## src/rtl/ovtt_consts.svh

```systemverilog
// Function
// Trim bit 7 selects negative gain correction.
// Trim bits 6..0 scale channel two gain.
// Threshold gets a zero MSB, nine bits.
// Compare against channel one reading's nine MSBs.
// Hit when threshold strictly exceeds reading.
// Fault flag debounced over 100 ms.
// Threshold code is linear, 3.125 mV per step.
// Software programs threshold codes 2 to 244.
// Debounce restarts whenever the hit condition drops.
`ifndef OVTT_CONSTS_SVH
`define OVTT_CONSTS_SVH

// Bus geometry.
`define OVTT_ADDR_W 18
`define OVTT_DATA_W 32
`define OVTT_IDX_W 16
`define OVTT_IDX_LSB 2

// Register indices; the byte address is four times the index.
`define OVTT_TRIM_IDX 16'hfe74
`define OVTT_THRESH_IDX 16'hfe75
`define OVTT_READING_IDX 16'hfed7
`define OVTT_STATUS_IDX 16'hfe80
`define OVTT_THRESH_UV_IDX 16'hfe81

// Reset values.
`define OVTT_TRIM_RESET 8'h00
`define OVTT_THRESH_RESET 8'h00

// Field positions.
`define OVTT_TRIM_POL_BIT 7
`define OVTT_TRIM_MAG_MSB 6
`define OVTT_STAT_FLAG_BIT 0
`define OVTT_STAT_HIT_BIT 1
`define OVTT_STAT_RANGE_BIT 2

// Sensor reading geometry.
`define OVTT_READING_W 12
`define OVTT_CMP_W 9
`define OVTT_CMP_LSB 3
`define OVTT_TRIM_SHIFT 10

// Threshold scale and legal range.
`define OVTT_UV_PER_CODE 20'h0_0c35
`define OVTT_UV_W 20
`define OVTT_THRESH_MIN 8'h02
`define OVTT_THRESH_MAX 8'hf4

// Timing.
`define OVTT_CLK_MHZ 250
`define OVTT_DEBOUNCE_MS 100
`define OVTT_DEBOUNCE_CYCLES (`OVTT_DEBOUNCE_MS * `OVTT_CLK_MHZ * 1000)

// Bus responses.
`define OVTT_RESP_OKAY 2'b00
`define OVTT_RESP_SLVERR 2'b10

`endif

```

## src/rtl/ovtt_pkg.sv

```systemverilog
`include "ovtt_consts.svh"

package ovtt_pkg;

  typedef struct packed {
    logic aw_got;
    logic w_got;
    logic [`OVTT_IDX_W-1:0] aw_idx;
    logic [7:0] wdata;
    logic wstrb0;
    logic awready;
    logic wready;
    logic bvalid;
    logic [1:0] bresp;
    logic arready;
    logic rvalid;
    logic [`OVTT_DATA_W-1:0] rdata;
    logic [1:0] rresp;
    logic [7:0] trim;
    logic [7:0] thresh;
    logic [`OVTT_READING_W-1:0] reading;
    logic hit;
    logic [`OVTT_UV_W-1:0] thresh_uv;
  } ovtt_top_state_type;

  typedef struct packed {
    logic [31:0] count;
    logic flag;
  } ovtt_deb_state_type;

  typedef struct packed {
    logic [`OVTT_READING_W-1:0] trimmed;
  } ovtt_trim_state_type;

endpackage

```

## src/rtl/ovtt_debounce.sv

```systemverilog
`timescale 1ns/10ps
`include "ovtt_consts.svh"

module ovtt_debounce
  import ovtt_pkg::*;
#(
  parameter int unsigned CYCLES = `OVTT_DEBOUNCE_CYCLES
)
(
  // Clock and reset.
  input wire logic aclk,
  input wire logic aresetn,
  // Raw condition and debounced flag.
  input wire logic cond,
  output logic flag
);

  ovtt_deb_state_type s_reg;
  ovtt_deb_state_type s_next;

  always_comb begin
    s_next = s_reg;
    if (!cond) begin
      s_next.count = '0;
      s_next.flag = 1'b0;
    end else if (s_reg.count >= 32'(CYCLES - 1)) begin
      s_next.flag = 1'b1;
    end else begin
      s_next.count = s_reg.count + 32'h0000_0001;
    end
  end

  always_ff @(posedge aclk) begin
    if (!aresetn) begin
      s_reg <= '0;
    end else begin
      s_reg <= s_next;
    end
  end

  assign flag = s_reg.flag;

endmodule

```

## src/rtl/ovtt_gain_trim.sv

```systemverilog
`timescale 1ns/10ps
`include "ovtt_consts.svh"

module ovtt_gain_trim
  import ovtt_pkg::*;
(
  // Clock and reset.
  input wire logic aclk,
  input wire logic aresetn,
  // Trim setting and raw reading.
  input wire logic [7:0] trim,
  input wire logic [`OVTT_READING_W-1:0] raw,
  // Corrected reading.
  output logic [`OVTT_READING_W-1:0] trimmed
);

  localparam int PW = `OVTT_READING_W + `OVTT_TRIM_MAG_MSB + 1;
  localparam logic [PW:0] MAXV = (PW+1)'((1 << `OVTT_READING_W) - 1);

  ovtt_trim_state_type s_reg;
  ovtt_trim_state_type s_next;
  logic [PW-1:0] prod;
  logic [PW:0] delta;
  logic [PW:0] sum;

  always_comb begin
    s_next = s_reg;
    prod = PW'(raw) * PW'(trim[`OVTT_TRIM_MAG_MSB:0]);
    delta = (PW+1)'(prod >> `OVTT_TRIM_SHIFT);
    if (trim[`OVTT_TRIM_POL_BIT]) begin
      if (delta > (PW+1)'(raw)) begin
        sum = '0;
      end else begin
        sum = (PW+1)'(raw) - delta;
      end
    end else begin
      sum = (PW+1)'(raw) + delta;
    end
    if (sum > MAXV) begin
      s_next.trimmed = MAXV[`OVTT_READING_W-1:0];
    end else begin
      s_next.trimmed = sum[`OVTT_READING_W-1:0];
    end
  end

  always_ff @(posedge aclk) begin
    if (!aresetn) begin
      s_reg <= '0;
    end else begin
      s_reg <= s_next;
    end
  end

  assign trimmed = s_reg.trimmed;

endmodule

```

## src/rtl/ovtt_top.sv

```systemverilog
`timescale 1ns/10ps
`include "ovtt_consts.svh"

module ovtt_top
  import ovtt_pkg::*;
#(
  parameter int unsigned DEBOUNCE_CYCLES = `OVTT_DEBOUNCE_CYCLES
)
(
  // Clock and reset.
  input wire logic aclk,
  input wire logic aresetn,

  // Write address channel.
  input wire logic awvalid,
  output logic awready,
  input wire logic [`OVTT_ADDR_W-1:0] awaddr,
  input wire logic [2:0] awprot,

  // Write data channel.
  input wire logic wvalid,
  output logic wready,
  input wire logic [`OVTT_DATA_W-1:0] wdata,
  input wire logic [3:0] wstrb,

  // Write response channel.
  output logic bvalid,
  input wire logic bready,
  output logic [1:0] bresp,

  // Read address channel.
  input wire logic arvalid,
  output logic arready,
  input wire logic [`OVTT_ADDR_W-1:0] araddr,
  input wire logic [2:0] arprot,

  // Read data channel.
  output logic rvalid,
  input wire logic rready,
  output logic [`OVTT_DATA_W-1:0] rdata,
  output logic [1:0] rresp,

  // Sensor readings from the converter.
  input wire logic [`OVTT_READING_W-1:0] temp_sense_channel_one,
  input wire logic [`OVTT_READING_W-1:0] temp_sense_channel_two,

  // Results.
  output logic [`OVTT_READING_W-1:0] temp_sense_two_trimmed,
  output logic overtemp_one_fault_flag
);

  ////////////////////////////////////////////////////////////////////////////

  ovtt_top_state_type s_reg;
  ovtt_top_state_type s_next;

  logic aw_fire;
  logic w_fire;
  logic ar_fire;
  logic have_aw;
  logic have_w;
  logic [`OVTT_IDX_W-1:0] wr_idx;
  logic [7:0] wr_byte;
  logic wr_en;
  logic [`OVTT_IDX_W-1:0] rd_idx;
  logic [`OVTT_CMP_W-1:0] thresh9;
  logic [`OVTT_CMP_W-1:0] reading9;
  logic range_bad;
  logic deb_flag;
  logic [`OVTT_READING_W-1:0] trim_out;

  // Address to register index.
  function automatic logic [`OVTT_IDX_W-1:0] to_idx(
    input logic [`OVTT_ADDR_W-1:0] addr
  );
    to_idx = addr[`OVTT_ADDR_W-1:`OVTT_IDX_LSB];
  endfunction

  // Known register test.
  function automatic logic is_mapped(input logic [`OVTT_IDX_W-1:0] idx);
    is_mapped = (idx == `OVTT_TRIM_IDX) || (idx == `OVTT_THRESH_IDX) ||
      (idx == `OVTT_READING_IDX) || (idx == `OVTT_STATUS_IDX) ||
      (idx == `OVTT_THRESH_UV_IDX);
  endfunction

  ////////////////////////////////////////////////////////////////////////////

  // Handshakes.
  assign aw_fire = awvalid && s_reg.awready;
  assign w_fire = wvalid && s_reg.wready;
  assign ar_fire = arvalid && s_reg.arready;

  // Write address and data, either held or arriving now.
  assign have_aw = s_reg.aw_got || aw_fire;
  assign have_w = s_reg.w_got || w_fire;
  assign wr_idx = s_reg.aw_got ? s_reg.aw_idx : to_idx(awaddr);
  assign wr_byte = s_reg.w_got ? s_reg.wdata : wdata[7:0];
  assign wr_en = have_aw && have_w && !s_reg.bvalid;

  assign rd_idx = to_idx(araddr);

  ////////////////////////////////////////////////////////////////////////////

  // Threshold and comparison.
  assign thresh9 = {1'b0, s_reg.thresh};
  assign reading9 =
    s_reg.reading[`OVTT_READING_W-1:`OVTT_CMP_LSB];
  assign range_bad = (s_reg.thresh < `OVTT_THRESH_MIN) ||
    (s_reg.thresh > `OVTT_THRESH_MAX);

  ////////////////////////////////////////////////////////////////////////////

  always_comb begin
    s_next = s_reg;

    // Sample the channel one reading and form the comparison.
    s_next.reading = temp_sense_channel_one;
    s_next.hit = thresh9 > reading9;
    s_next.thresh_uv =
      `OVTT_UV_W'(s_reg.thresh) * `OVTT_UV_PER_CODE;

    // Write address capture.
    if (aw_fire && !wr_en) begin
      s_next.aw_got = 1'b1;
      s_next.aw_idx = to_idx(awaddr);
    end

    // Write data capture.
    if (w_fire && !wr_en) begin
      s_next.w_got = 1'b1;
      s_next.wdata = wdata[7:0];
      s_next.wstrb0 = wstrb[0];
    end

    // Register write and response.
    if (wr_en) begin
      s_next.aw_got = 1'b0;
      s_next.w_got = 1'b0;
      s_next.bvalid = 1'b1;
      s_next.bresp = is_mapped(wr_idx) ? `OVTT_RESP_OKAY :
        `OVTT_RESP_SLVERR;
      if (s_reg.w_got ? s_reg.wstrb0 : wstrb[0]) begin
        if (wr_idx == `OVTT_TRIM_IDX) begin
          s_next.trim = wr_byte;
        end
        if (wr_idx == `OVTT_THRESH_IDX) begin
          s_next.thresh = wr_byte;
        end
      end
    end else if (s_reg.bvalid && bready) begin
      s_next.bvalid = 1'b0;
      s_next.bresp = `OVTT_RESP_OKAY;
    end

    // Ready toward the master.
    s_next.awready = !s_next.aw_got && !s_next.bvalid;
    s_next.wready = !s_next.w_got && !s_next.bvalid;

    // Read.
    if (ar_fire) begin
      s_next.rvalid = 1'b1;
      s_next.rresp = `OVTT_RESP_OKAY;
      s_next.rdata = '0;
      case (rd_idx)
        `OVTT_TRIM_IDX: begin
          s_next.rdata[7:0] = s_reg.trim;
        end
        `OVTT_THRESH_IDX: begin
          s_next.rdata[7:0] = s_reg.thresh;
        end
        `OVTT_READING_IDX: begin
          s_next.rdata[`OVTT_READING_W-1:0] = s_reg.reading;
        end
        `OVTT_STATUS_IDX: begin
          s_next.rdata[`OVTT_STAT_FLAG_BIT] = deb_flag;
          s_next.rdata[`OVTT_STAT_HIT_BIT] = s_reg.hit;
          s_next.rdata[`OVTT_STAT_RANGE_BIT] = range_bad;
        end
        `OVTT_THRESH_UV_IDX: begin
          s_next.rdata[`OVTT_UV_W-1:0] = s_reg.thresh_uv;
        end
        default: begin
          s_next.rresp = `OVTT_RESP_SLVERR;
        end
      endcase
    end else if (s_reg.rvalid && rready) begin
      s_next.rvalid = 1'b0;
      s_next.rdata = '0;
      s_next.rresp = `OVTT_RESP_OKAY;
    end
    s_next.arready = !s_next.rvalid;
  end

  ////////////////////////////////////////////////////////////////////////////

  always_ff @(posedge aclk) begin
    if (!aresetn) begin
      s_reg <= '0;
      s_reg.trim <= `OVTT_TRIM_RESET;
      s_reg.thresh <= `OVTT_THRESH_RESET;
    end else begin
      s_reg <= s_next;
    end
  end

  ////////////////////////////////////////////////////////////////////////////

  // Debounce of the comparison result.
  ovtt_debounce #(
    .CYCLES(DEBOUNCE_CYCLES)
  ) u_debounce (
    .aclk(aclk),
    .aresetn(aresetn),
    .cond(s_reg.hit),
    .flag(deb_flag)
  );

  // Gain correction of channel two.
  ovtt_gain_trim u_trim (
    .aclk(aclk),
    .aresetn(aresetn),
    .trim(s_reg.trim),
    .raw(temp_sense_channel_two),
    .trimmed(trim_out)
  );

  ////////////////////////////////////////////////////////////////////////////

  // Outputs.
  assign awready = s_reg.awready;
  assign wready = s_reg.wready;
  assign bvalid = s_reg.bvalid;
  assign bresp = s_reg.bresp;
  assign arready = s_reg.arready;
  assign rvalid = s_reg.rvalid;
  assign rdata = s_reg.rdata;
  assign rresp = s_reg.rresp;
  assign temp_sense_two_trimmed = trim_out;
  assign overtemp_one_fault_flag = deb_flag;

endmodule
```

## config.mk

```make
export PLATFORM = sky130hd
export DESIGN_NAME = ovtt_top
export DESIGN_NICKNAME = d
export VERILOG_FILES = /design/src/rtl/ovtt_pkg.sv /design/src/rtl/ovtt_debounce.sv /design/src/rtl/ovtt_gain_trim.sv /design/src/rtl/ovtt_top.sv
export VERILOG_INCLUDE_DIRS = /design/src /design/src/rtl
export SDC_FILE = /design/constraint.sdc
export NUM_CORES = 1
export LEC_CHECK = 0
export BUFFER_PORTS_ARGS = -buffer_cell sky130_fd_sc_hd__clkbuf_2
export CELL_PAD_IN_SITES_DETAIL_PLACEMENT = 1
export CELL_PAD_IN_SITES_GLOBAL_PLACEMENT = 1
export CORE_AREA = 5 5 202 204
export DETAILED_ROUTE_END_ITERATION = 10
export DIE_AREA = 0 0 207 209
export PLACE_DENSITY_LB_ADDON = 0.3
export SLEW_MARGIN = 10
export SYNTH_ARGS = -nofsm -noshare
export SYNTH_HDL_FRONTEND = slang
export SYNTH_SLANG_ARGS = --single-unit
```

## constraint.sdc

```tcl
create_clock -name aclk -period 6.8 [get_ports aclk]
set_input_delay 1.36 -clock aclk [delete_from_list [all_inputs] [get_ports aclk]]
set_output_delay 1.36 -clock aclk [all_outputs]
set_load 0.005 [all_outputs]
```

Yosys cells after proc, flatten, opt, wreduce, memory -nomap -nowiden
Index checks and enable logic that the tools add are counted.

word-level totals
  register bits = 150
  word-level logic and storage cells = 91

cells by class
  $add $sub $neg = 3
  multipliers = 2
  $lt $le $gt $ge = 6
  eq/ne operators = 10
  multiplexer cells = 19
  reduce and logical (&&, ||, !) cells = 30

operators with widths
  operator               number
  $eq 16x16->1 const B   10
  $mux 35                2
  $mux 20                2
  $add 32x1->32 const B  1
  $ge 32x25->1 const B   1
  $gt 20x12->1 const B   1
  $mul 8x12->20 const B  1
  $pmux 5 s4             1
  $mul 12x7->19          1
  $mux 16                1
  $mux 8                 2
  $pmux 3 s5             1
  $add 12x9->13          1
  $sub 12x9->13          1
  $gt 9x12->1            1
  $mux 12                1
  $logic_and 1x1->1      11
  $gt 8x9->1             1
  $gt 8x8->1 const B     1
  $lt 8x2->1 const B     1
  $pmux 4 s2             1
  $logic_or 1x1->1       7
  $logic_not 1->1        6
  $mux 2                 3
  6 further kinds        11

Depth between registers and ports, before layout
  depth after elaboration = 10
  depth in mapped cells = 27
  gate-level depth less buffers = 25

Cells and area by module
From an unflattened synthesis, not the netlist that was laid out.

unflattened totals
  cell total of the unflattened synthesis = 1269
  area total of the unflattened synthesis = 11461.0 um2

by module, submodules not included
  module          times used  cells each  area an instance (um2)
  ovtt_top        1           624         6002.0
  ovtt_gain_trim  1           464         3868.7
  ovtt_debounce   1           181         1590.3

Worst setup path before layout
OpenSTA, ideal clock, no wires.

  kind = input to register
  from = in temp_sense_channel_two[9]
  to = reg u_trim.s_reg, in the netlist u_trim.trimmed[8]
  arrival time = 6933 ps
  data required time = 6680 ps
  path slack = -253 ps
  stages on the path = 24
  path buffers = 3
  cell sequence = clkbuf_1 > and2_1 > fa_1 > fa_1 > fa_1 > inv_1 > fa_1 > inv_1 > ha_1 > nand2_1 > o21ai_0 > nand3_1 > nand2_1 > mux2_2 > a221oi_1 > ha_1 > buf_2 > o211ai_1 > a21oi_1 > a2111oi_0 > o21bai_1 > a32o_2 > buf_6 > o31a_1

on the way
  word-level cells in the longest chain between the ends = 6
  elaborated cells between the ends (all ways) = 8
  those cells by class = add/sub: 2; mul: 1; order compare: 2; mux: 3

RTL lines
  what                                                 RTL line                                    RTL
  start, declared                                      ovtt_top.sv:45                              input wire logic [`OVTT_READING_W-1:0] temp_sense_channel_two,
  $mul 12x7->19                                        ovtt_gain_trim.sv:28                        prod = PW'(raw) * PW'(trim[`OVTT_TRIM_MAG_MSB:0]);
  $sub 12x9->13 / $gt 9x12->1 (equally long branches)  ovtt_gain_trim.sv:34, ovtt_gain_trim.sv:31
  $mux 20                                              ovtt_gain_trim.sv:31                        if (delta > (PW+1)'(raw)) begin
  $mux 20 *                                            ovtt_gain_trim.sv:30                        if (trim[`OVTT_TRIM_POL_BIT]) begin
  $gt 20x12->1                                         ovtt_gain_trim.sv:39                        if (sum > MAXV) begin
  $mux 12 *                                            ovtt_gain_trim.sv:39
  end signal, assigned                                 ovtt_gain_trim.sv:50                        s_reg <= s_next;
  end, declared                                        ovtt_gain_trim.sv:20                        ovtt_trim_state_type s_reg;

Mark *: on every way between the ends. The rest lies on a longest branch, timed or not.
A chain may end at the register's enable or synchronous reset.

Final worst setup path
  from = in temp_sense_channel_two[6]
  to = reg u_trim.s_reg, in the netlist u_trim.trimmed[11]

The elaborated chain is that of the path after synthesis.

==> impl_metrics.yaml <==
logic_synthesis:
  synth-adder-area-share: 0.242
  syn_area_um2: 11500
  postSynthAreaPerCell_um2: 8.85
  synth_ff_type: "dfxtp_1"
  ys_seq_area_frac: 0.259
  synth_xor_area_frac: 0.0313
  ys_ff_latch: 148
  synthMuxAreaShare: 0.0597
  synth_top_family_by_area: "adder cells"
  ys_types: 75
  yosysWarnings: 0
  synthSimpleGateAreaFrac: 0.190
  syn_inst: 1295
  synth-async-reset-ratio: 0
  synth-compound-area-share: 0.138
  synth_edf_count: 0
sta:
  setup_tns_ps: 0
  rsz0062_at_grt: "true"
  report.final.slew_viol_count: 0
  fin_crit_sh: 0.999
  tightest_slew_ps: 1050
  layout_setup_ws_ps: 7.36
  fin_crit_ps: 6790
  slew_headroom: 0.298
  clock_skew_ps: 11.6
  finalHoldViolCount: 0
  fmax_ghz: 0.147
  setup_viol: 0
cts:
  cts_max_path_buffers: 2
  cts_sinks: 148
  path_clk_slew_ps: 70
  cts_tree: "yes"
  cts_made_buffers: 17
  clock_latency_ps: 450
  holdBufCountCts: 0
  cts_root_buf: "clkbuf_16"
  h-tree-depth: 4
floorplan:
  io_pins: 163
  die_x_um: 207
  die_h_um: 209
  start_util: 0.293
  num_rows: 73
  core_um2: 39100
  dieArea_um2: 43300
critical_path:
  rrSetupSlack_ps: 440
  arrival_ps: 7130
  start_kind: "primary input"
  worstPathCellList: "buf_8, buf_6, and2_4, fa_1, fa_1, fa_1, inv_1, fa_1, inv_2, ha_4, and4_1, o211ai_1, buf_4, nand2_4, mux2_4, a221oi_2, ha_1, o41a_1, a211oi_2, nor2_1, a32o_2, a221o_2"
  cp.buffers_inverters: 5
  crit_type: "primary input to flip-flop"
  cp_top_family: "adder cells"
  end_kind: "flip-flop"
  slowest_delay_ps: 540
  worstPathRequired_ps: 7140
  cp_max_fo: 8
  crit_top_cell: "fa_1"
  crit_slowest_cell: "fa_1"
routing:
  routed_wl_um: 34100
  vias_per_cell: 4.86
  wl_per_cell_um: 17.0
  dr.pass1.iters: 4
  detail-route-antenna-nets: 0
  drc: 0
  vias: 9754
  drt_iter0_drc: 310
power:
  pwr_density_cell_nw_per_um2: 148
  p_clk_frac: 0.463
  p_seq_frac: 0.434
  leakagePower_uw: 0.00667
  p_sw_frac: 0.273
  p_comb_frac: 0.103
  vdd.ir_drop.worst_uv: 152
  p_sw_uw: 568
  internal_power_uw: 1510
layout:
  syn_to_final_growth_pct: 22.8
  final_common_cell: "dfxtp_1"
  largest_reg_flops: 67
  n_antenna_cell: 0
  final_cell_area_um2: 14100
  drive_above_1_share: 0.229
  final_net_count: 1763
  most-common-layout-cells: "dfxtp_1 (148), buf_4 (114), inv_1 (113), nor2_1 (113), ha_1 (112)"
placement:
  hpwl_um: 26900
  place_worst_setup_slack_ps: -751
  placed_area_um2: 13200
  routabilityCongestion: 0.820
  io_buffers: 111
grt:
  grt_max_degree: 50
  grt_first_pass_wirelength_um: 56700
  grt_pass1_vias: 10700
  antenna_found_initial: 0
  grt_use_total: 0.160
  grt-ovfl-total: 0
min_path:
  hp-class: "flip-flop to flip-flop"
run:
  cap_violations: 0
run_status:
  status: "finished clean"
[power by group through the flow]
stage	Clock (µW)	Sequential [µW]	Combinational (µW)
after global routing	1030	905	235
after detailed placement	0	923	203
final	962	902	213
after CTS	987	903	212
after floorplan	0	916	115
after global placement	0	922	199
[metal layers]
layer,global-route usage,share of wire,vias to the layer above
li1,-,-,4778
met1,0.205,0.46,4808
met2,0.284,0.50,135
met3,0.0270,0.027,33
met4,0.0360,0.015,0
met5,0,0,-
[per-stage QoR]
step	std cells	total power, µW	utilization	hold slack [ps]
global route	2008	2170	0.360	475
floorplan	1308	1030	-	417
finish	2008	2080	0.360	437
global placement	1967	1120	0.336	430
detailed placement	1967	1130	0.336	427
CTS	2005	2100	0.357	437
[Yosys cell counts (21+ instances only)]
cell type | n | area, µm²
ha_1 | 122 | 1530
o21ai_0 | 37 | 185
mux2i_1 | 56 | 561
inv_1 | 116 | 435
clkbuf_1 | 33 | 124
nor2_1 | 113 | 424
nand2_1 | 79 | 297
xor2_1 | 22 | 193
fa_1 | 62 | 1240
buf_4 | 38 | 285
a21oi_1 | 61 | 305
and2_1 | 83 | 519
nor3_1 | 21 | 105
dfxtp_1 | 148 | 2960
[worst min-delay path, cell delays in order (launching register included)]
cell and delay [ps]:
dfxtp_1 300, nand2_1 50, a21oi_1 50
[logic make-up (layout without fill, tap and decap cells)]
| family | count (synthesis) | count (layout) |
|---|---|---|
| simple gates | 419 | 419 |
| compound gates | 233 | 233 |
| buf+inv | 202 | 377 |
| fa+ha+maj | 184 | 184 |
| flops | 148 | 148 |
| mux | 67 | 67 |
| xor+xnor | 41 | 41 |
| other cells | 1 | 14 |
[area by class of cell]
| class | instances | area (µm²) |
|---|---|---|
| Timing Repair Buffer | 228 | 1480 |
| Clock buffer | 17 | 425 |
| Inverter | 117 | 439 |
| Tap cell | 525 | 657 |
| Clock inverter | 15 | 163 |
| Sequential cell | 148 | 2960 |
| Multi-Input combinational cell | 958 | 7940 |
| Fill cell | 4669 | 25000 |
[repair_timing]
item,CTS,global route
cloned,0,0
gates resized for setup,42,23
pin swaps,29,40
setup buffers,7,4
setup endpoints to repair,12,12
[worst paths after layout]
check | start | to | cells after the start
setup / recovery | temp_sense_channel_two[6] | u_trim.trimmed[11] | 22
setup reg to reg | s_reg[42] | u_trim.trimmed[11] | 21
hold / removal | s_reg[8] | rdata[8] | 2
hold reg to reg | s_reg[8] | rdata[8] | 2
No activity file was read; power rests on OpenSTA's default activity.
